===== src/rtl/fps_pkg.sv =====
// package: opcodes, timing, commands and carriers for the flash protect host
package fps_pkg;

  // =====================================================================
  // opcodes known for this command set
  // =====================================================================
  localparam logic [7:0] OP_WRITE_LATCH_SET = 8'h06;
  localparam logic [7:0] OP_REGION_LOCK = 8'h36;
  localparam logic [7:0] OP_REGION_UNLOCK = 8'h39;
  localparam logic [7:0] OP_LOCK_STATUS_READ = 8'h3C;
  localparam logic [7:0] OP_CHIP_LOCK = 8'h7E;
  localparam logic [7:0] OP_CHIP_UNLOCK = 8'h98;
  localparam logic [7:0] OP_SUSPEND = 8'hB0;
  localparam logic [7:0] OP_RESUME = 8'h30;
  localparam logic [7:0] OP_RESET_ARM = 8'h66;
  localparam logic [7:0] OP_RESET = 8'h99;

  // =====================================================================
  // security register bit positions (device side, for the user's decode)
  // =====================================================================
  localparam int SEC_BIT_OTP_LOCKDOWN = 1;
  localparam int SEC_BIT_PROG_SUSPENDED = 2;
  localparam int SEC_BIT_ERASE_SUSPENDED = 3;
  localparam int SEC_BIT_PROG_FAIL = 5;
  localparam int SEC_BIT_ERASE_FAIL = 6;
  localparam int SEC_BIT_PROTECT_MODE = 7;

  // =====================================================================
  // frame lengths and timing
  // =====================================================================
  localparam logic [5:0] BITS_BYTE = 6'h08;
  localparam logic [5:0] BITS_OP_ADDR = 6'h20;
  localparam logic [5:0] BITS_NONE = 6'h00;
  localparam int CLK_MHZ = 200;
  localparam int SUSPEND_WAIT_NS = 20000;
  localparam int RESUME_WAIT_US = 1000;
  // least times round up to whole cycles
  localparam int SUSPEND_WAIT_CYC = (SUSPEND_WAIT_NS * CLK_MHZ + 999) / 1000;
  localparam int RESUME_WAIT_CYC = RESUME_WAIT_US * CLK_MHZ;
  localparam int SCK_HALF_CYC = 4;
  localparam int CS_GAP_CYC = 10;
  localparam int RESET_RECOVER_CYC = 2000;

  // =====================================================================
  // user commands and carriers
  // =====================================================================
  typedef enum logic [3:0] {
    CMD_SEC_READ = 4'h0,
    CMD_SEC_WRITE = 4'h1,
    CMD_PROT_SEL = 4'h2,
    CMD_LOCK = 4'h3,
    CMD_UNLOCK = 4'h4,
    CMD_LOCK_RD = 4'h5,
    CMD_CHIP_LOCK = 4'h6,
    CMD_CHIP_UNLOCK = 4'h7,
    CMD_SUSPEND = 4'h8,
    CMD_RESUME = 4'h9,
    CMD_NOP = 4'hA,
    CMD_RESET = 4'hB
  } fps_cmd_t;

  typedef struct packed {
    fps_cmd_t code;
    logic [23:0] addr;
  } fps_req_t;

  typedef struct packed {
    logic valid;
    logic err;
    logic [7:0] data;
  } fps_rsp_t;

endpackage


===== src/rtl/fps_host.sv =====
// module: host controller issuing protect, suspend and reset commands
`timescale 1ns/1ps
`default_nettype none

module fps_host #(
  parameter int RESUME_GAP_CYC = fps_pkg::RESUME_WAIT_CYC,
  parameter int RECOVER_CYC = fps_pkg::RESET_RECOVER_CYC,
  parameter int SCK_HALF = fps_pkg::SCK_HALF_CYC,
  parameter int GAP_CYC = fps_pkg::CS_GAP_CYC,
  parameter logic [7:0] OP_SEC_READ = 8'hA1,
  parameter logic [7:0] OP_SEC_WRITE = 8'hA2,
  parameter logic [7:0] OP_PROT_SEL = 8'hA3,
  parameter logic [7:0] OP_NOP = 8'h00
) (
  input wire logic mclk,
  input wire logic rst,
  input wire logic req_valid,
  input wire fps_pkg::fps_req_t req,
  output logic req_ready,
  output fps_pkg::fps_rsp_t rsp,
  output logic busy,
  output logic flash_cs_n,
  output logic flash_sck,
  output logic flash_mosi,
  input wire logic flash_miso
);

  // =====================================================================
  // constants at register width
  // =====================================================================
  localparam logic [7:0] HALF_M1 = 8'(SCK_HALF - 1);
  localparam logic [7:0] GAP_M1 = 8'(GAP_CYC - 1);
  localparam logic [17:0] SUSP_WAIT = 18'(fps_pkg::SUSPEND_WAIT_CYC);
  localparam logic [17:0] RES_WAIT = 18'(RESUME_GAP_CYC);
  localparam logic [17:0] RST_WAIT = 18'(RECOVER_CYC);

  typedef enum logic [2:0] {
    ST_IDLE = 3'b000,
    ST_WAIT = 3'b001,
    ST_LOAD = 3'b011,
    ST_SHIFT = 3'b010,
    ST_GAP = 3'b110
  } fps_state_t;

  // =====================================================================
  // command decode
  // =====================================================================
  function automatic logic [7:0] op_of(input fps_pkg::fps_cmd_t c);
    unique case (c)
      fps_pkg::CMD_SEC_READ: op_of = OP_SEC_READ;
      fps_pkg::CMD_SEC_WRITE: op_of = OP_SEC_WRITE;
      fps_pkg::CMD_PROT_SEL: op_of = OP_PROT_SEL;
      fps_pkg::CMD_LOCK: op_of = fps_pkg::OP_REGION_LOCK;
      fps_pkg::CMD_UNLOCK: op_of = fps_pkg::OP_REGION_UNLOCK;
      fps_pkg::CMD_LOCK_RD: op_of = fps_pkg::OP_LOCK_STATUS_READ;
      fps_pkg::CMD_CHIP_LOCK: op_of = fps_pkg::OP_CHIP_LOCK;
      fps_pkg::CMD_CHIP_UNLOCK: op_of = fps_pkg::OP_CHIP_UNLOCK;
      fps_pkg::CMD_SUSPEND: op_of = fps_pkg::OP_SUSPEND;
      fps_pkg::CMD_RESUME: op_of = fps_pkg::OP_RESUME;
      fps_pkg::CMD_NOP: op_of = OP_NOP;
      fps_pkg::CMD_RESET: op_of = fps_pkg::OP_RESET;
      default: op_of = OP_NOP;
    endcase
  endfunction

  // commands that need the write latch set frame in front
  function automatic logic needs_latch(input fps_pkg::fps_cmd_t c);
    needs_latch = (c == fps_pkg::CMD_SEC_WRITE) ||
                  (c == fps_pkg::CMD_PROT_SEL) ||
                  (c == fps_pkg::CMD_LOCK) || (c == fps_pkg::CMD_UNLOCK) ||
                  (c == fps_pkg::CMD_CHIP_LOCK) ||
                  (c == fps_pkg::CMD_CHIP_UNLOCK);
  endfunction

  function automatic logic has_addr(input fps_pkg::fps_cmd_t c);
    has_addr = (c == fps_pkg::CMD_LOCK) || (c == fps_pkg::CMD_UNLOCK) ||
               (c == fps_pkg::CMD_LOCK_RD);
  endfunction

  function automatic logic has_rx(input fps_pkg::fps_cmd_t c);
    has_rx = (c == fps_pkg::CMD_LOCK_RD) || (c == fps_pkg::CMD_SEC_READ);
  endfunction

  // =====================================================================
  // state
  // =====================================================================
  fps_state_t st_q, st_d;
  fps_pkg::fps_cmd_t code_q, code_d;
  fps_pkg::fps_rsp_t rsp_q, rsp_d;
  logic [23:0] addr_q, addr_d;
  logic [31:0] tx_q, tx_d;
  logic [7:0] rx_q, rx_d;
  logic [5:0] txb_q, txb_d;
  logic [5:0] rxb_q, rxb_d;
  logic [5:0] bit_q, bit_d;
  logic [7:0] div_q, div_d;
  logic [17:0] hold_q, hold_d;
  logic [17:0] resw_q, resw_d;
  logic pre_q, pre_d;
  logic susp_q, susp_d;
  logic ready_q, ready_d;
  logic busy_q, busy_d;
  logic cs_n_q, cs_n_d;
  logic sck_q, sck_d;
  logic mosi_q, mosi_d;
  logic miso_m_q;
  logic miso_s_q;

  // next values: sequencer, bit engine and holdoff timers
  always_comb begin
    st_d = st_q;
    code_d = code_q;
    addr_d = addr_q;
    tx_d = tx_q;
    rx_d = rx_q;
    txb_d = txb_q;
    rxb_d = rxb_q;
    bit_d = bit_q;
    div_d = div_q;
    pre_d = pre_q;
    susp_d = susp_q;
    busy_d = busy_q;
    cs_n_d = cs_n_q;
    sck_d = sck_q;
    mosi_d = mosi_q;
    rsp_d = rsp_q;
    rsp_d.valid = 1'b0;
    hold_d = (hold_q != 18'h00000) ? hold_q - 18'h00001 : hold_q;
    resw_d = (resw_q != 18'h00000) ? resw_q - 18'h00001 : resw_q;
    ready_d = 1'b0;
    unique case (st_q)
      ST_IDLE: begin
        ready_d = (hold_d == 18'h00000);
        if (req_valid && ready_q) begin
          code_d = req.code;
          addr_d = req.addr;
          // while suspended only reads, suspend, nop, resume and reset go out
          if (susp_q && needs_latch(req.code)) begin
            rsp_d.valid = 1'b1;
            rsp_d.err = 1'b1;
            rsp_d.data = 8'h00;
          end else begin
            ready_d = 1'b0;
            busy_d = 1'b1;
            st_d = ST_WAIT;
            // reset always goes as an arm frame plus a reset frame
            pre_d = needs_latch(req.code) ||
                    (req.code == fps_pkg::CMD_RESET);
          end
        end
      end
      ST_WAIT: begin
        // a suspend stalls here until the resume holdoff has run out
        if (!(code_q == fps_pkg::CMD_SUSPEND && resw_q != 18'h00000)) begin
          st_d = ST_LOAD;
        end
      end
      ST_LOAD: begin
        if (pre_q) begin
          tx_d = {(code_q == fps_pkg::CMD_RESET) ? fps_pkg::OP_RESET_ARM :
                  fps_pkg::OP_WRITE_LATCH_SET, 24'h000000};
          txb_d = fps_pkg::BITS_BYTE;
          rxb_d = fps_pkg::BITS_NONE;
        end else begin
          tx_d = {op_of(code_q), addr_q};
          txb_d = has_addr(code_q) ? fps_pkg::BITS_OP_ADDR :
                  fps_pkg::BITS_BYTE;
          rxb_d = has_rx(code_q) ? fps_pkg::BITS_BYTE :
                  fps_pkg::BITS_NONE;
        end
        mosi_d = tx_d[31];
        rx_d = 8'h00;
        cs_n_d = 1'b0;
        sck_d = 1'b0;
        bit_d = 6'h00;
        div_d = HALF_M1;
        st_d = ST_SHIFT;
      end
      ST_SHIFT: begin
        if (div_q != 8'h00) begin
          div_d = div_q - 8'h01;
        end else begin
          div_d = HALF_M1;
          if (!sck_q) begin
            sck_d = 1'b1;
            if (bit_q >= txb_q) begin
              rx_d = {rx_q[6:0], miso_s_q};
            end
          end else begin
            sck_d = 1'b0;
            // frame length is whole bytes, so select rises on a boundary
            if (bit_q == txb_q + rxb_q - 6'h01) begin
              cs_n_d = 1'b1;
              div_d = GAP_M1;
              st_d = ST_GAP;
            end else begin
              bit_d = bit_q + 6'h01;
              tx_d = {tx_q[30:0], 1'b0};
              mosi_d = tx_q[30];
            end
          end
        end
      end
      ST_GAP: begin
        if (div_q != 8'h00) begin
          div_d = div_q - 8'h01;
        end else if (pre_q) begin
          pre_d = 1'b0;
          st_d = ST_LOAD;
        end else begin
          rsp_d.valid = 1'b1;
          rsp_d.err = 1'b0;
          rsp_d.data = rx_q;
          busy_d = 1'b0;
          st_d = ST_IDLE;
          unique case (code_q)
            fps_pkg::CMD_SUSPEND: begin
              susp_d = 1'b1;
              hold_d = SUSP_WAIT;
            end
            fps_pkg::CMD_RESUME: begin
              // no latch frame goes in front of a resume; completion of
              // the resumed write is left to the user to wait out
              susp_d = 1'b0;
              resw_d = RES_WAIT;
            end
            fps_pkg::CMD_RESET: begin
              // an aborted write needs the long recovery before traffic
              susp_d = 1'b0;
              hold_d = RST_WAIT;
              resw_d = 18'h00000;
            end
            default: begin
            end
          endcase
        end
      end
      default: begin
        st_d = ST_IDLE;
        cs_n_d = 1'b1;
        sck_d = 1'b0;
      end
    endcase
  end

  // register stage; miso passes two flops since it is an outside pin
  always_ff @(posedge mclk) begin
    if (rst) begin
      st_q <= ST_IDLE;
      code_q <= fps_pkg::CMD_NOP;
      addr_q <= 24'h000000;
      tx_q <= 32'h00000000;
      rx_q <= 8'h00;
      txb_q <= 6'h00;
      rxb_q <= 6'h00;
      bit_q <= 6'h00;
      div_q <= 8'h00;
      hold_q <= 18'h00000;
      resw_q <= 18'h00000;
      pre_q <= 1'b0;
      susp_q <= 1'b0;
      ready_q <= 1'b0;
      busy_q <= 1'b0;
      cs_n_q <= 1'b1;
      sck_q <= 1'b0;
      mosi_q <= 1'b0;
      rsp_q <= '0;
      miso_m_q <= 1'b0;
      miso_s_q <= 1'b0;
    end else begin
      st_q <= st_d;
      code_q <= code_d;
      addr_q <= addr_d;
      tx_q <= tx_d;
      rx_q <= rx_d;
      txb_q <= txb_d;
      rxb_q <= rxb_d;
      bit_q <= bit_d;
      div_q <= div_d;
      hold_q <= hold_d;
      resw_q <= resw_d;
      pre_q <= pre_d;
      susp_q <= susp_d;
      ready_q <= ready_d;
      busy_q <= busy_d;
      cs_n_q <= cs_n_d;
      sck_q <= sck_d;
      mosi_q <= mosi_d;
      rsp_q <= rsp_d;
      miso_m_q <= flash_miso;
      miso_s_q <= miso_m_q;
    end
  end

  // =====================================================================
  // outputs straight from flops
  // =====================================================================
  assign req_ready = ready_q;
  assign rsp = rsp_q;
  assign busy = busy_q;
  assign flash_cs_n = cs_n_q;
  assign flash_sck = sck_q;
  assign flash_mosi = mosi_q;

endmodule

`default_nettype wire


===== config.mk =====
export PLATFORM = sky130hd
export DESIGN_NAME = fps_host
export DESIGN_NICKNAME = d
export VERILOG_FILES = /design/src/rtl/fps_pkg.sv /design/src/rtl/fps_host.sv
export SDC_FILE = /design/constraint.sdc
export NUM_CORES = 1
export LEC_CHECK = 0
export CAP_MARGIN = 15
export CORE_MARGIN = 3
export CORE_UTILIZATION = 55
export DETAILED_ROUTE_END_ITERATION = 6
export DONT_BUFFER_PORTS = 1
export PLACE_DENSITY_LB_ADDON = 0.15
export SETUP_SLACK_MARGIN = 0.5
export SYNTH_ARGS = -nofsm -noshare
export SYNTH_HDL_FRONTEND = slang
export SYNTH_SLANG_ARGS = --single-unit

===== constraint.sdc =====
create_clock -name mclk -period 2.1 [get_ports mclk]
set_input_delay 0.42 -clock mclk [delete_from_list [all_inputs] [get_ports mclk]]
set_output_delay 0.42 -clock mclk [all_outputs]
set_load 0.01 [all_outputs]

# Word-level counts from Yosys, hierarchy flattened
# Memories as Yosys holds them, arrays and structs flattened. A register that Yosys moved wholly into a read port is not among the register bits.
# Cells that the tools add are included.
dict set report classes {
  n_mul 0
  shifts 0
  reduce_logical 36
  addsub 6
  div 0
  muxes 72
  n_lt_le_gt_ge 1
  n_bitwise 4
  n_eq_ne 31
}
# operator count
set op_table {}
lappend op_table {{$mux W18} 8}
lappend op_table {{$mux W31} 3}
lappend op_table {{$pmux W18 S2} 2}
lappend op_table {{$pmux W31 S2} 1}
lappend op_table {{$mux W10} 4}
lappend op_table {{$mux W8} 5}
lappend op_table {{$reduce_bool A18 Y1} 2}
lappend op_table {{$sub A18 B1 Y18 const B} 2}
lappend op_table {{$mux W32} 1}
lappend op_table {{$mux W6} 5}
lappend op_table {{$ne A2 B2 Y1 const B} 13}
lappend op_table {{$mux W4} 6}
lappend op_table {{$pmux W8 S3} 1}
lappend op_table {{$mux W3} 7}
lappend op_table {{$eq A4 B3 Y1 const B} 5}
lappend op_table {{$pmux W10 S2} 1}
lappend op_table {{$reduce_and A4 Y1} 5}
lappend op_table {{$logic_not A18 Y1} 1}
lappend op_table {{$mux W1} 17}
lappend op_table {{$eq A4 B4 Y1 const B} 4}
lappend op_table {{$pmux W8 S2} 1}
lappend op_table {{$pmux W3 S5} 1}
lappend op_table {{$eq A4 B2 Y1 const B} 3}
lappend op_table {{$pmux W6 S2} 1}
lappend op_table {{27 further kinds} 51}
dict set report totals {
  inputBits 32
  wordCells 174
  latchBits 0
  ff_bits 151
  mem_bits_rw 0
  mem_bits_ro 128
  mem_count 1
}
# name depth width rd rd_ports_with_merged_regs wr line_no
set memory_table {}
lappend memory_table {{(no name shown)} 16 8 1 1 0 fps_host.sv:49} ;# unique case (c)

# Longest topological paths before layout
# Gate-level depths: netlist of run 1.
dict set report depth {
  depth_word 10
  mapped_depth 10
  mapped_depth_nobuf 8
}

# Worst setup path before layout of run 1
# No wires, ideal clock.
dict set report synth_timing {
  path_kind {register to register}
  start {register hold_q[0]}
  end {register ready_q, in the netlist req_ready}
  period_less_slack_ns 2.087
  arrival_time_ns 1.983
  path_stages_with_launch 9
  setup_time_ns 0.103
  path_buffers 0
  slack_ns 0.013
  cell_sequence {dfxtp_1 -> inv_1 -> ha_1 -> nor3b_1 -> nand3_1 -> nor3_1 -> mux2i_1 -> nand4_1 -> a2111oi_2}
}
dict set report synth_via {
  elab_chain_cells 5
  word_cells_on_any_way 6
}
# element line_no
set synth_lines {}
lappend synth_lines {{start, declared} fps_host.sv:97} ;# logic [17:0] hold_q, hold_d;
lappend synth_lines {{start signal, assigned} fps_host.sv:280} ;# hold_q <= hold_d;
lappend synth_lines {{$sub A18 B1 Y18 / $reduce_bool A18 Y1 (equally long branches)} fps_host.sv:128} ;# hold_d = (hold_q != 18'h00000) ? hold_q - 18'h00001 : hold_q;
lappend synth_lines {{$mux W18 (*)} fps_host.sv:128}
lappend synth_lines {{$logic_not A18 Y1 (*)} fps_host.sv:133} ;# ready_d = (hold_d == 18'h00000);
lappend synth_lines {{$mux W1} fps_host.sv:138} ;# if (susp_q && needs_latch(req.code)) begin
lappend synth_lines {{$mux W1 (*)} fps_host.sv:134} ;# if (req_valid && ready_q) begin
lappend synth_lines {{end signal, assigned} fps_host.sv:284} ;# ready_q <= ready_d;
lappend synth_lines {{end, declared} fps_host.sv:101} ;# logic ready_q, ready_d;
# Mark *: on every way between the ends. The rest lies on a longest branch, timed or not.
# A chain may end at the register's enable or synchronous reset.

# Worst setup path after layout of run 1
dict set report layout_timing {
  start {register rxb_q[3]}
  end {register tx_q[10]}
}
dict set report layout_via {
  elab_chain_cells 5
}
# element line_no
set layout_lines {}
lappend layout_lines {{start, declared} fps_host.sv:94} ;# logic [5:0] rxb_q, rxb_d;
lappend layout_lines {{start signal, assigned} fps_host.sv:277} ;# rxb_q <= rxb_d;
lappend layout_lines {{$add A6 B6 Y6} fps_host.sv:192} ;# if (bit_q == txb_q + rxb_q - 6'h01) begin
lappend layout_lines {{$sub A6 B1 Y6} fps_host.sv:192}
lappend layout_lines {{$eq A6 B6 Y1} fps_host.sv:192}
lappend layout_lines {{$ne A2 B2 Y1 (no line)} --}
lappend layout_lines {{$reduce_and A4 Y1 (no line)} --}
lappend layout_lines {{end signal, assigned} fps_host.sv:274} ;# tx_q <= tx_d;
lappend layout_lines {{end, declared} fps_host.sv:91} ;# logic [31:0] tx_q, tx_d;
# No other way between the ends.

==> metrics.md, run 1 <==
| Metric | Value |
|---|---|
| Avg Synthesized Cell Area | a little over 8 um^2 |
| Number of slew-limit violations in the final report | 0 |
| Worst setup SP type | flip-flop |
| Register-to-Register Path Depth | 11 |
| Longest Clk Path Bufs | 2 |
| Number of H-tree branching levels | 4 |
| Number of unique standard cell types used by synthesis | 67 |
| Routed len/inst | between 20 and 25 um |
| DIE AREA | between 10000 and 15000 um^2 |
| Max-Cap Viols | 0 |
| Number of standard cells in the layout, taps in and fillers out | 1103 |
| Post-Place Cells | ~1000 |
| Hold Slack | 71.42 ps |
| Main synth FF type | dfxtp_1 |
| Run status | finished, violations left |
| Hold path endpoint | addr_q[23]$_SDFFE_PP0P_ |
| Failing checks | negative setup slack |
| Critical Path Fanout Max | 8 |
| Data required time of the worst path | 2420 ps |
| CP Capture Type | flip-flop |
| Area growth, synth to finish | 47.70% |
| Maximum number of pins on one net before global-route repair | 98 |
| Gp weighted congestion | 0.9565 |
| Fill cell total of the finished layout | between 600 and 700 |
| Dpl cell area | 7750 um^2 |
| Fraction of registers with async set or reset after synthesis | 0 |
| Mean number of vias per cell | 6.444 |
| Clock Root Buffer | clkbuf_16 |
| All-layer global routing usage | 0.3016 |
| Maximum achievable frequency | 0.4570 GHz |
| Transition time of the tightest slew-check pin | 477.2 ps |
| Count of boundary I/O pins | 47 |
| Sink Count | 150 |
| Instance count of the mapped netlist | 846 |
| RSZ-0062 raised after global routing | true |
| End-of-flow core utilization | 0.8458 |
| Area share of the largest cell type after synthesis | 0.4277 |
| HP Start | rst |
| DRC violation count after routing | 0 |
| Post-Place Worst Slack | -26.70 ps |
| First-pass iteration count of the detailed router | 5 |
| Number of global-route vias before repair | 6720 |
| Number of synthesized flops with an enable pin | 0 |
| Post-layout nets | 969 |
| Leading post-synthesis cells by cell area | dfxtp_1 43%, nand2_1 5.3%, a21oi_1 5.3%, nor2_1 5.1%, a211oi_1 3.4% |
| Shortest clock period the worst path allows after layout | 2188 ps |
| Initial cell density of the core | 0.5727 |
| Starting DRT DRC Count | 753 |
| Share of layout cells above drive strength 1 | 0.4599 |
| Detailed Route WL | around 25000 um |
| Final period util | 1.042 |
| Initial antenna violation count | 0 |
| Total non-filler cell area in the finished layout | 10370 um^2 |
| Critical path arrival | about 2500 ps |
| Final setup violating endpoints | 4 |
| Height of the die | 119.0 um |
| R2R Path Start | rxb_q[3]$_SDFFE_PP0P_ |
| Power per Cell Area | about 810 nW/um^2 |
| Std-Cell Rows | 40 |
| Biggest area consumer among synthesized cells | dfxtp_1 |
| Number of warnings printed during yosys synthesis | 0 |
| Hold bufs inserted after CTS | 0 |
| TritonCTS clock tree | yes |
| Total leakage power | 3.669 nW |
| Insertion delay to the later sink of the worst-skew pair | 440 ps |
| First-pass GRT wire length | 34470 um |
| Post-synth net total | 892 |
| Global route overflow | 0 |
| Via count | roughly 7000 |
| R2R Path End | tx_q[10]$_SDFFE_PP0P_ |
| Max IR drop VDD | about 0.97 mV |
| Final clock skew | 10.59 ps |
| Mapped cell area | 7022 um^2 |
| Chip width | 119.0 um |
| Number of nets with antenna violations after routing | 0 |
| Number of register bits inferred by synthesis | 150 |
| Dominant cell by count in the synthesized netlist | dfxtp_1 |
| Final Hold Vio Count | 0 |
| Final critical-path setup slack | -87.98 ps |
| Number of clock buffers inserted by TritonCTS | 17 |
| Clock slew at reported path FFs | 60 ps |
| Worst Hold Path Cells | 1 |
| Crit Path Class | flip-flop to flip-flop |
| Most instantiated cells after synthesis | 150 x dfxtp_1, 99 x nand2_1, 96 x nor2_1 |
| Min-delay worst type | input pin to flip-flop |
| Core box area | about 12000 um^2 |
| PortBufs | 0 |
| DPL Wire Length | 11610 um |
| Slack of the worst reg-to-reg path | -90 ps |
| Slew margin rel. | 0.6815 |
| Antenna Diode Count | 0 |
| Sequential fraction of the synthesis area | 0.4277 |
[cell type report]
type | instances | area (um^2) | area share
Clock buffer | 21 | 460.4 | 0.04440
Timing Repair Buffer | 111 | 1227 | 0.1183
Inverter | 20 | 85.08 | 0.008204
Clock inverter | 10 | 98.84 | 0.009531
Sequential cell | 150 | 3045 | 0.2936
Multi-Input combinational cell | 623 | 5244 | 0.5056
Tap cell | 168 | 210.2 | 0.02027
[repair_timing]
action | 4_1_cts | 5_1_grt
setup buffers | 48 | 17
gates resized for setup | 167 | 140
pin swaps | 77 | 63
endpoints found under the setup margin | 119 | 139
gates cloned | 11 | 1
[kinds of logic (layout without fill, tap and decap cells)]
group / Yosys count / after routing / share of synthesized area
and+or+nand+nor: 392 / 394 / 0.2924
xor gates and xnor gates: 36 / 36 / 0.04490
AOI/OAI and AO/OA: 169 / 170 / 0.1524
adders and majority gates: 14 / 14 / 0.02495
buffers and inverters: 76 / 162 / 0.04490
muxes: 9 / 9 / 0.01283
DFF: 150 / 150 / 0.4277
[metrics by stage]
step / TNS [ps] / total power, mW
after floorplan: 0 / 4.478
after global placement: 0 / 4.880
after detailed placement: -26.70 / 4.883
after CTS: 0 / 8.145
after global routing: -858.4 / 8.673
final: -117.1 / 8.378
[cells in the final DEF (no fill, tap or decap), types with 16 or more instances in the layout]
master / synthesis / final
a211oi_2: 0 / 24
a21oi_1: 74 / 42
clkbuf_16: 0 / 17
buf_4: 2 / 61
dfxtp_2: 0 / 16
buf_6: 1 / 31
nor2_4: 0 / 29
dfxtp_1: 150 / 128
nor2_2: 1 / 18
nor3_1: 45 / 19
a21oi_2: 0 / 29
nor3b_1: 32 / 29
nor3_2: 3 / 24
nor2_1: 96 / 50
nand2_1: 99 / 80
xor2_1: 22 / 20
[flip-flops by register name, indices dropped and copies added, names as in the netlist, 2 cells and up, named ones only]
signal and count:
rsp 10, rx_q 8, code_q 4, bit_q 6, st_q 3, hold_q 18
div_q 8, txb_q 2, resw_q 18, tx_q 31, addr_q 24
[where the power goes]
part	switching [mW]	internal, mW	total (mW)
Clock	1.29	1.69	2.99
Sequential	0.201	2.99	3.19
Combinational	1.16	1.04	2.20
Total	2.65	5.73	8.38
[worst max-delay path: stages, from the launching register on]
cell and delay [ps]:
dfxtp_2 340, inv_2 40, ha_4 230, xor2_1 150, and3_4 190, a21oi_4 210
buf_6 130, o21a_4 190, buf_12 140, buf_16 150, nor2_1 70, nor3_1 240
[routing by layer]
layer  share of wire  vias up  routed length (um)  track usage
met1            0.40     3504                9949       0.3870
met4           0.029        0                 735      0.08327
met2            0.51      375               12820       0.5168
met3           0.065       83                1626      0.05983
met5               0        -                   0            0
li1                -     3146                   -            -
[how the worst max path moves through the flow]
stage | slack, ps | from | endpoint
after floorplan | 180 | hold_q[4]$_SDFF_PP0_ | req_ready$_SDFF_PP0_
after global placement | 60 | hold_q[0]$_SDFF_PP0_ | req_ready$_SDFF_PP0_
after detailed placement | -30 | hold_q[0]$_SDFF_PP0_ | req_ready$_SDFF_PP0_
after CTS | 90 | hold_q[4]$_SDFF_PP0_ | req_ready$_SDFF_PP0_
after global routing | -140 | div_q[0]$_SDFFE_PP0P_ | tx_q[10]$_SDFFE_PP0P_
final | -90 | rxb_q[3]$_SDFFE_PP0P_ | tx_q[10]$_SDFFE_PP0P_
No activity file was read; power rests on OpenSTA's default activity.
==> run 2, diff against run 1 <==
--- a/config.mk
+++ b/config.mk
@@ -10,7 +10,7 @@
 export CORE_UTILIZATION = 55
 export DETAILED_ROUTE_END_ITERATION = 6
 export DONT_BUFFER_PORTS = 1
-export PLACE_DENSITY_LB_ADDON = 0.15
+export PLACE_DENSITY = 0.73
 export SETUP_SLACK_MARGIN = 0.5
 export SYNTH_ARGS = -nofsm -noshare
 export SYNTH_HDL_FRONTEND = slang
==> run 2 against run 1 <==
Net effect: the run still ends with negative setup slack left; maximum frequency up 2.1%; design area up 0.57%; global-route usage down 1.0 points; clock power up 11%; count of clock-buffer cells in the layout down 3; cell count up 1.7%; largest cell class unchanged; largest power group is now clock.
==> metrics.md, run 2 (same netlist as run 1, synthesis figures left out) <==
| Metric | Value |
|---|---|
| Gp weighted congestion | 0.8514 (-11%) |
| Most frequent standard cell in the layout excluding fill and tap cells | dfxtp_1 |
| Most used cell along the critical path | buf_6 |
| Maximum achievable frequency | 0.4665 GHz (+2.1%) |
| HP Start | rst |
| Min-delay worst type | input pin to flip-flop |
| DRC violation count after routing | 0 (unchanged) |
| Final clock skew | 8.534 ps (-2.053 ps) |
| All-layer global routing usage | 0.2914 (-0.01025) |
| Number of nets with antenna violations after routing | 0 (unchanged) |
| Register-to-Register Path Depth | 8 (-3) |
| Slowest cell delay on critical path | 590 ps (+250 ps) |
| CP Capture Type | flip-flop |
| Chip width | 119.0 um (unchanged) |
| Maximum number of pins on one net before global-route repair | 98 (unchanged) |
| Max stage delay cell, worst path | or4_4 |
| Final Power | 8.848 mW (+5.6%) |
| Hold path endpoint | addr_q[22]$_SDFFE_PP0P_ |
| Clock Root Buffer | clkbuf_16 |
| Commonest cells after routing, fill and taps aside | 130 x dfxtp_1, 83 x nand2_1, 74 x buf_4 |
| Data required time of the worst path | 2410 ps (about the same) |
| Worst setup SP type | flip-flop |
| Starting DRT DRC Count | 781 (+3.7%) |
| Critical Path Fanout Max | 4 (-4) |
| Number of slew-limit violations in the final report | 0 (unchanged) |
| DIE AREA | 14160 um^2 (unchanged) |
| Number of clock buffers inserted by TritonCTS | 17 (unchanged) |
| Clock slew at reported path FFs | 60 ps (about the same) |
| Post-Place Worst Slack | -67.21 ps (-40.50 ps) |
| Largest registers ranked by flip-flop count | tx_q (31), addr_q (24) |
| TritonCTS clock tree | yes |
| Worst Hold Path Cells | 1 (unchanged) |
| Critical path arrival | 2460 ps (-50 ps) |
| Run status | finished, violations left |
| Sink Count | 150 (unchanged) |
| Routed len/inst | 22.32 um (-2.0%) |
| Global route overflow | 0 (unchanged) |
| End-of-flow core utilization | 0.8506 (+0.004796) |
| Mean number of vias per cell | 6.482 (+0.59%) |
| R2R Path Start | div_q[5]$_SDFFE_PP0P_ |
| Final period util | 1.021 (-0.02108) |
| Hold bufs inserted after CTS | 0 (unchanged) |
| Total leakage power | 3.745 nW (+2.1%) |
| Post-Place Cells | 1002 (+0.70%) |
| Failing checks | negative setup slack |
| Crit Path Class | flip-flop to flip-flop |
| Max-Cap Viols | 0 (unchanged) |
| Max IR drop VDD | 0.6569 mV (-32%) |
| Number of H-tree branching levels | 4 (unchanged) |
| Most flop-heavy register | tx_q |
| Via count | 7273 (+2.3%) |
| Initial cell density of the core | 0.5727 (unchanged) |
| Power per Cell Area | 848.4 nW/um^2 (+5.0%) |
| Final Hold Vio Count | 0 (unchanged) |
| Longest Clk Path Bufs | 2 (unchanged) |
| Cell Chain, Critical Path | or4_4 -> buf_6 -> nor2_4 -> buf_6 -> o21ai_1 -> a21oi_1 -> a2bb2oi_1 -> nor2_1 |
| Count of boundary I/O pins | 47 (unchanged) |
| Slew margin rel. | 0.6101 (-0.07132) |
| PortBufs | 0 (unchanged) |
| DPL Wire Length | 11090 um (-4.5%) |
| Slack of the worst reg-to-reg path | -40 ps (+40 ps) |
| RSZ-0062 raised after global routing | true |
| Std-Cell Rows | 40 (unchanged) |
| Post-layout nets | 986 (+1.8%) |
| Final setup violating endpoints | 1 (-3) |
| R2R Path End | flash_sck$_SDFFE_PP0P_ |
| Number of global-route vias before repair | 7000 (+4.2%) |
| Number of standard cells in the layout, taps in and fillers out | 1122 (+1.7%) |
| Setup TNS after final layout | -43.71 ps (+73.40 ps) |
| First-pass GRT wire length | 33890 um (-1.7%) |
| Number of flip-flops in the largest register | 31 (unchanged) |
| Height of the die | 119.0 um (unchanged) |
| Initial antenna violation count | 1 (+1) |
| Detailed Route WL | 25050 um (-0.33%) |
| Final critical-path setup slack | -43.71 ps (+44.27 ps) |
| Core box area | 12260 um^2 (unchanged) |
| Share of layout cells above drive strength 1 | 0.4460 (-0.01393) |
| Area growth, synth to finish | 48.54% |
| Shortest clock period the worst path allows after layout | 2144 ps (-44.27 ps) |
| Transition time of the tightest slew-check pin | 582.6 ps (+105.5 ps) |
| Insertion delay to the later sink of the worst-skew pair | 440 ps (about the same) |
| First-pass iteration count of the detailed router | 5 (unchanged) |
==> run 2: cell types whose count changed in the layout (fill, tap and decap cells not counted), sizes merged <==
cell / change
clkbuf: -2
clkinvlp: +1
o21ai: +1
inv: +2
buf: +15
bufinv: +3
diode: +1
clkinv: -2
==> run 2: area by class of cell <==
type | count | area, um^2
timing repair buffer | 127 | 1334
clock buffer | 18 | 439.2
multi-input combinational | 624 | 5122
clock inverter | 14 | 196.4
tap | 168 | 210.2
sequential | 150 | 3045
inverter | 20 | 80.08
fill | 575 | 1832
antenna | 1 | 2.502
==> run 2: routing by layer <==
| metal | GRT usage | routed length, um |
|---|---|---|
| met5 | 0 | 0 |
| met4 | 0.1608 | 1345 |
| met3 | 0.05793 | 1947 |
| met2 | 0.4966 | 12690 |
| met1 | 0.3426 | 9061 |
==> run 2: worst max-delay path, delay by kind of cell, from the launching register on <==
family,cells,cell delay (ps)
flip-flops,1,360
buffers and inverters,2,300
AO/OA/AOI/OAI,3,470
AND/OR/NAND/NOR,3,870
==> run 2: how the worst max path moves through the flow <==
stage                                         to  slack, ps             startpoint  cells past startpoint
after global placement      req_ready$_SDFF_PP0_         80   hold_q[0]$_SDFF_PP0_                      8
after detailed placement    req_ready$_SDFF_PP0_        -70   hold_q[0]$_SDFF_PP0_                      8
after floorplan             req_ready$_SDFF_PP0_        180   hold_q[4]$_SDFF_PP0_                      7
after CTS                  hold_q[11]$_SDFF_PP0_        130   hold_q[2]$_SDFF_PP0_                      7
after global routing        req_ready$_SDFF_PP0_       -190  hold_q[10]$_SDFF_PP0_                      6
final                     flash_sck$_SDFFE_PP0P_        -40  div_q[5]$_SDFFE_PP0P_                      8
==> run 2: where the power goes <==
| group | internal (mW) | switching [mW] |
|---|---|---|
| clock | 2.03 | 1.28 |
| sequential | 2.99 | 0.183 |
| combinational | 1.14 | 1.22 |
==> run 2: metrics by stage <==
step / hold slack, ps / cell area (um^2)
2_1_floorplan: 413.8 / 7562
3_3_place_gp: 417.5 / 7802
3_5_place_dp: 435.7 / 7802
4_1_cts: 51.20 / 9587
5_1_grt: 40.59 / 10430
6_report: 60.61 / 10430
==> run 2: timing repair <==
| action | 4_1_cts | 5_1_grt |
|---|---|---|
| setup endpoints to repair | 118 | 133 |
| gates resized for setup | 137 | 136 |
| endpoints found under the hold margin | 0 | 0 |
| gates cloned | 11 | 2 |
| buffers inserted | 49 | 25 |
| pin swaps | 78 | 81 |
==> run 3, diff against run 2 <==
--- a/config.mk
+++ b/config.mk
@@ -5,6 +5,7 @@
 export SDC_FILE = /design/constraint.sdc
 export NUM_CORES = 1
 export LEC_CHECK = 0
+export ABC_AREA = 1
 export CAP_MARGIN = 15
 export CORE_MARGIN = 3
 export CORE_UTILIZATION = 55
==> run 3 against run 2 <==
Net effect: the run ends with design-rule violations left; wire length shrank 16%; synthesized area up 6.5%; register-to-register slack improved by 190 ps; synthesized cell count is 34% higher; combinational power rose to 3.3 times the previous value; count of clock-buffer cells in the layout rose by 5; cell count up 23%; global-route usage down 3.9 points; via count increased by 3.7%; worst setup slack gained 190 ps; critical path type unchanged; critical endpoint is now div_q[3]$_SDFFE_PP0P_; largest cell class unchanged.
==> metrics.md, run 3 <==
| Metric | Value |
|---|---|
| Maximum achievable frequency | 0.5128 GHz (+9.9%) |
| DPL Wire Length | 11360 um (+2.4%) |
| Max IR drop VDD | 1.107 mV (+69%) |
| Number of flip-flops in the largest register | 31 (unchanged) |
| Final setup violating endpoints | 0 (-1) |
| TritonCTS clock tree | yes |
| Min-delay worst type | input pin to flip-flop |
| Core box area | 12980 um^2 (+5.8%) |
| Instance count of the mapped netlist | 1130 (+34%) |
| Height of the die | 122.6 um (+3.1%) |
| R2R Path End | div_q[3]$_SDFFE_PP0P_ |
| Mapped cell area | 7481 um^2 (+6.5%) |
| Final clock skew | 11.71 ps (+3.171 ps) |
| Failing checks | design-rule violations |
| Critical Path Fanout Max | 3 (-1) |
| Most frequent standard cell in the layout excluding fill and tap cells | nand2_1 |
| Crit Path Class | flip-flop to flip-flop |
| Power per Cell Area | 1502 nW/um^2 (+77%) |
| Clock Root Buffer | clkbuf_16 |
| Number of register bits inferred by synthesis | 150 (unchanged) |
| Slack of the worst reg-to-reg path | 150 ps (+190 ps) |
| Sequential cell area in the final layout | 3047 um^2 (about the same) |
| Std-Cell Rows | 41 (+2.5%) |
| Number of global-route vias before repair | 6674 (-4.7%) |
| Clock slew at reported path FFs | 60 ps (about the same) |
| HP Start | rst |
| Gp weighted congestion | 0.9339 (+9.7%) |
| Number of H-tree branching levels | 4 (unchanged) |
| Main synth FF type | dfxtp_1 |
| Area share of the largest cell type after synthesis | 0.4014 (-0.02625) |
| First-pass iteration count of the detailed router | 7 (+2) |
| Setup TNS after final layout | 0 ps (+43.71 ps) |
| Starting DRT DRC Count | 647 (-17%) |
| DRC violation count after routing | 2 (+2) |
| Max-Cap Viols | 0 (unchanged) |
| Layer carrying the most global-route usage | met2 |
| Leading post-synthesis cells by cell area | dfxtp_1 40%, nand2_1 13%, nor2_1 11%, nand3_1 7.2%, inv_1 5.7% |
| Data required time of the worst path | 2470 ps (+60 ps) |
| Slew margin rel. | 0.6276 (+0.01744) |
| Critical path arrival | 2330 ps (-130 ps) |
| Area growth, synth to finish | 33.57% |
| Number of clock buffers inserted by TritonCTS | 17 (unchanged) |
| RSZ-0062 raised after global routing | true |
| Initial antenna violation count | 0 (-1) |
| PortBufs | 0 (unchanged) |
| CP Capture Type | flip-flop |
| Post-Place Cells | 1285 (+28%) |
| End-of-flow core utilization | 0.7699 (-0.08073) |
| Sequential fraction of the synthesis area | 0.4014 (-0.02625) |
| Share of layout cells above drive strength 1 | 0.2893 (-0.1567) |
| Mean number of vias per cell | 5.487 (-15%) |
| Sink Count | 150 (unchanged) |
| Total leakage power | 4.286 nW (+14%) |
| Global route overflow | 0 (unchanged) |
| Detailed Route WL | 21050 um (-16%) |
| Final period util | 0.9287 (-0.09214) |
| Biggest area consumer among synthesized cells | dfxtp_1 |
| Number of unique standard cell types used by synthesis | 38 (-43%) |
| Number of synthesized flops with an enable pin | 0 (unchanged) |
| Avg Synthesized Cell Area | 6.620 um^2 (-20%) |
| First-pass GRT wire length | 30660 um (-9.5%) |
| Fraction of registers with async set or reset after synthesis | 0 (unchanged) |
| Global Route met3 Usage | 0.06313 (+0.005204) |
| R2R Path Start | bit_q[0]$_SDFFE_PP0P_ |
| Chip width | 122.6 um (+3.1%) |
| Largest registers ranked by flip-flop count | tx_q (31), addr_q (24) |
| DIE AREA | 15040 um^2 (+6.2%) |
| Hold Slack | 58.53 ps (-2.078 ps) |
| Initial cell density of the core | 0.5764 (+0.003747) |
| Most flop-heavy register | tx_q |
| Post-layout nets | 1237 (+25%) |
| Number of slew-limit violations in the final report | 0 (unchanged) |
| Count of boundary I/O pins | 47 (unchanged) |
| Transition time of the tightest slew-check pin | 556.6 ps (-26.06 ps) |
| Routed len/inst | 15.31 um (-31%) |
| Number of nets with antenna violations after routing | 0 (unchanged) |
| Most instantiated cells after synthesis | 266 x nand2_1, 212 x nor2_1, 150 x dfxtp_1 |
| Number of warnings printed during yosys synthesis | 0 (unchanged) |
| Footprint of the multi-input gates | 4721 um^2 (-7.8%) |
| Maximum number of pins on one net before global-route repair | 66 (-33%) |
| Via count | 7544 (+3.7%) |
| Commonest cells after routing, fill and taps aside | 203 x nand2_1, 154 x nor2_1, 127 x dfxtp_1 |
| All-layer global routing usage | 0.2528 (-0.03855) |
| Hold path endpoint | addr_q[10]$_SDFFE_PP0P_ |
| Register-to-Register Path Depth | 14 (+6) |
| Insertion delay to the later sink of the worst-skew pair | 430 ps (about the same) |
| Met2 global-route usage | 0.3961 (-0.1006) |
| Worst setup SP type | flip-flop |
| GR Layer Usage met1 | 0.3397 (-0.002868) |
| Post-synth net total | 1176 (+32%) |
| Number of standard cells in the layout, taps in and fillers out | 1375 (+23%) |
| Final Hold Vio Count | 0 (unchanged) |
| Longest Clk Path Bufs | 2 (unchanged) |
| Worst Hold Path Cells | 1 (unchanged) |
| Fill cell total of the finished layout | 905 (+57%) |
| Antenna Diode Count | 0 (-1) |
| Run status | finished, violations left |
| Shortest clock period the worst path allows after layout | 1950 ps (-193.5 ps) |
| Dominant cell by count in the synthesized netlist | nand2_1 |
-- run 3: report_power, final --
part           total [mW]  internal, mW  switching, mW
logic                7.74          3.18           4.56
registers            4.02          3.53          0.489
clock network        3.25          2.07           1.17
total                15.0          8.79           6.23
-- run 3: how the worst max path moves through the flow --
stage | from | to | slack [ps]
4_1_cts | div_q[0]$_SDFFE_PP0P_ | tx_q[14]$_SDFFE_PP0P_ | 330
3_3_place_gp | div_q[0]$_SDFFE_PP0P_ | tx_q[25]$_SDFFE_PP0P_ | 180
6_report | bit_q[0]$_SDFFE_PP0P_ | div_q[3]$_SDFFE_PP0P_ | 150
3_5_place_dp | txb_q[3]$_SDFFE_PP0P_ | tx_q[7]$_SDFFE_PP0P_ | 140
2_1_floorplan | div_q[0]$_SDFFE_PP0P_ | tx_q[2]$_SDFFE_PP0P_ | 290
5_1_grt | bit_q[0]$_SDFFE_PP0P_ | div_q[3]$_SDFFE_PP0P_ | 40
-- run 3: layout make-up --
cell class                      count  area share
Clock buffer                       23     0.04783
Clock inverter                      8     0.01465
Inverter                          121     0.04771
Multi-Input combinational cell    816      0.4725
Sequential cell                   150      0.3049
Tap cell                          172     0.02154
Timing Repair Buffer               85     0.09091
-- run 3: logic make-up (layout without fill, tap and decap cells) --
| kind of cell | count (synthesis) | after routing | share of synthesized area |
|---|---|---|---|
| AND/OR/NAND/NOR | 631 | 631 | 0.3534 |
| AO/OA/AOI/OAI | 146 | 146 | 0.1035 |
| buffers and inverters | 164 | 237 | 0.08898 |
| XOR/XNOR | 25 | 25 | 0.02927 |
| flip-flops | 150 | 150 | 0.4014 |
| adder cells (fa/ha/maj) | 14 | 14 | 0.02342 |
-- run 3: worst max-delay path, stage by stage, from the launching register on --
cell     delay (ps)
dfxtp_2         370
ha_4            150
nand2_1          60
inv_2            70
o21ai_0          90
nor2_1          200
nand3_2         120
buf_4           160
buf_4           120
buf_4           130
nor3_4          110
nand2_1          90
nand3_1          80
nand2_1          60
inv_1            60
-- run 3: what timing repair did --
| item | 4_1_cts | 5_1_grt |
|---|---|---|
| pin swaps | 25 | 56 |
| cloned | 5 | 4 |
| setup buffers | 25 | 25 |
| resized for setup | 106 | 204 |
| hold buffers | 0 | 0 |
| setup endpoints to repair | 117 | 117 |
-- run 3: stage by stage --
stage / area, um^2 / setup WS, ps / power (mW)
2_1_floorplan: 7574 / 285.2 / 7.754
3_3_place_gp: 7791 / 179.1 / 8.696
3_5_place_dp: 7791 / 141.5 / 8.758
4_1_cts: 9030 / 334.8 / 13.08
5_1_grt: 9992 / 43.54 / 15.91
6_report: 9992 / 149.8 / 15.01
-- run 3: metal layers --
layer,share of wire,up-vias
met5,0,-
li1,-,3719
met4,0.033,0
met3,0.067,70
met1,0.43,3455
met2,0.47,300
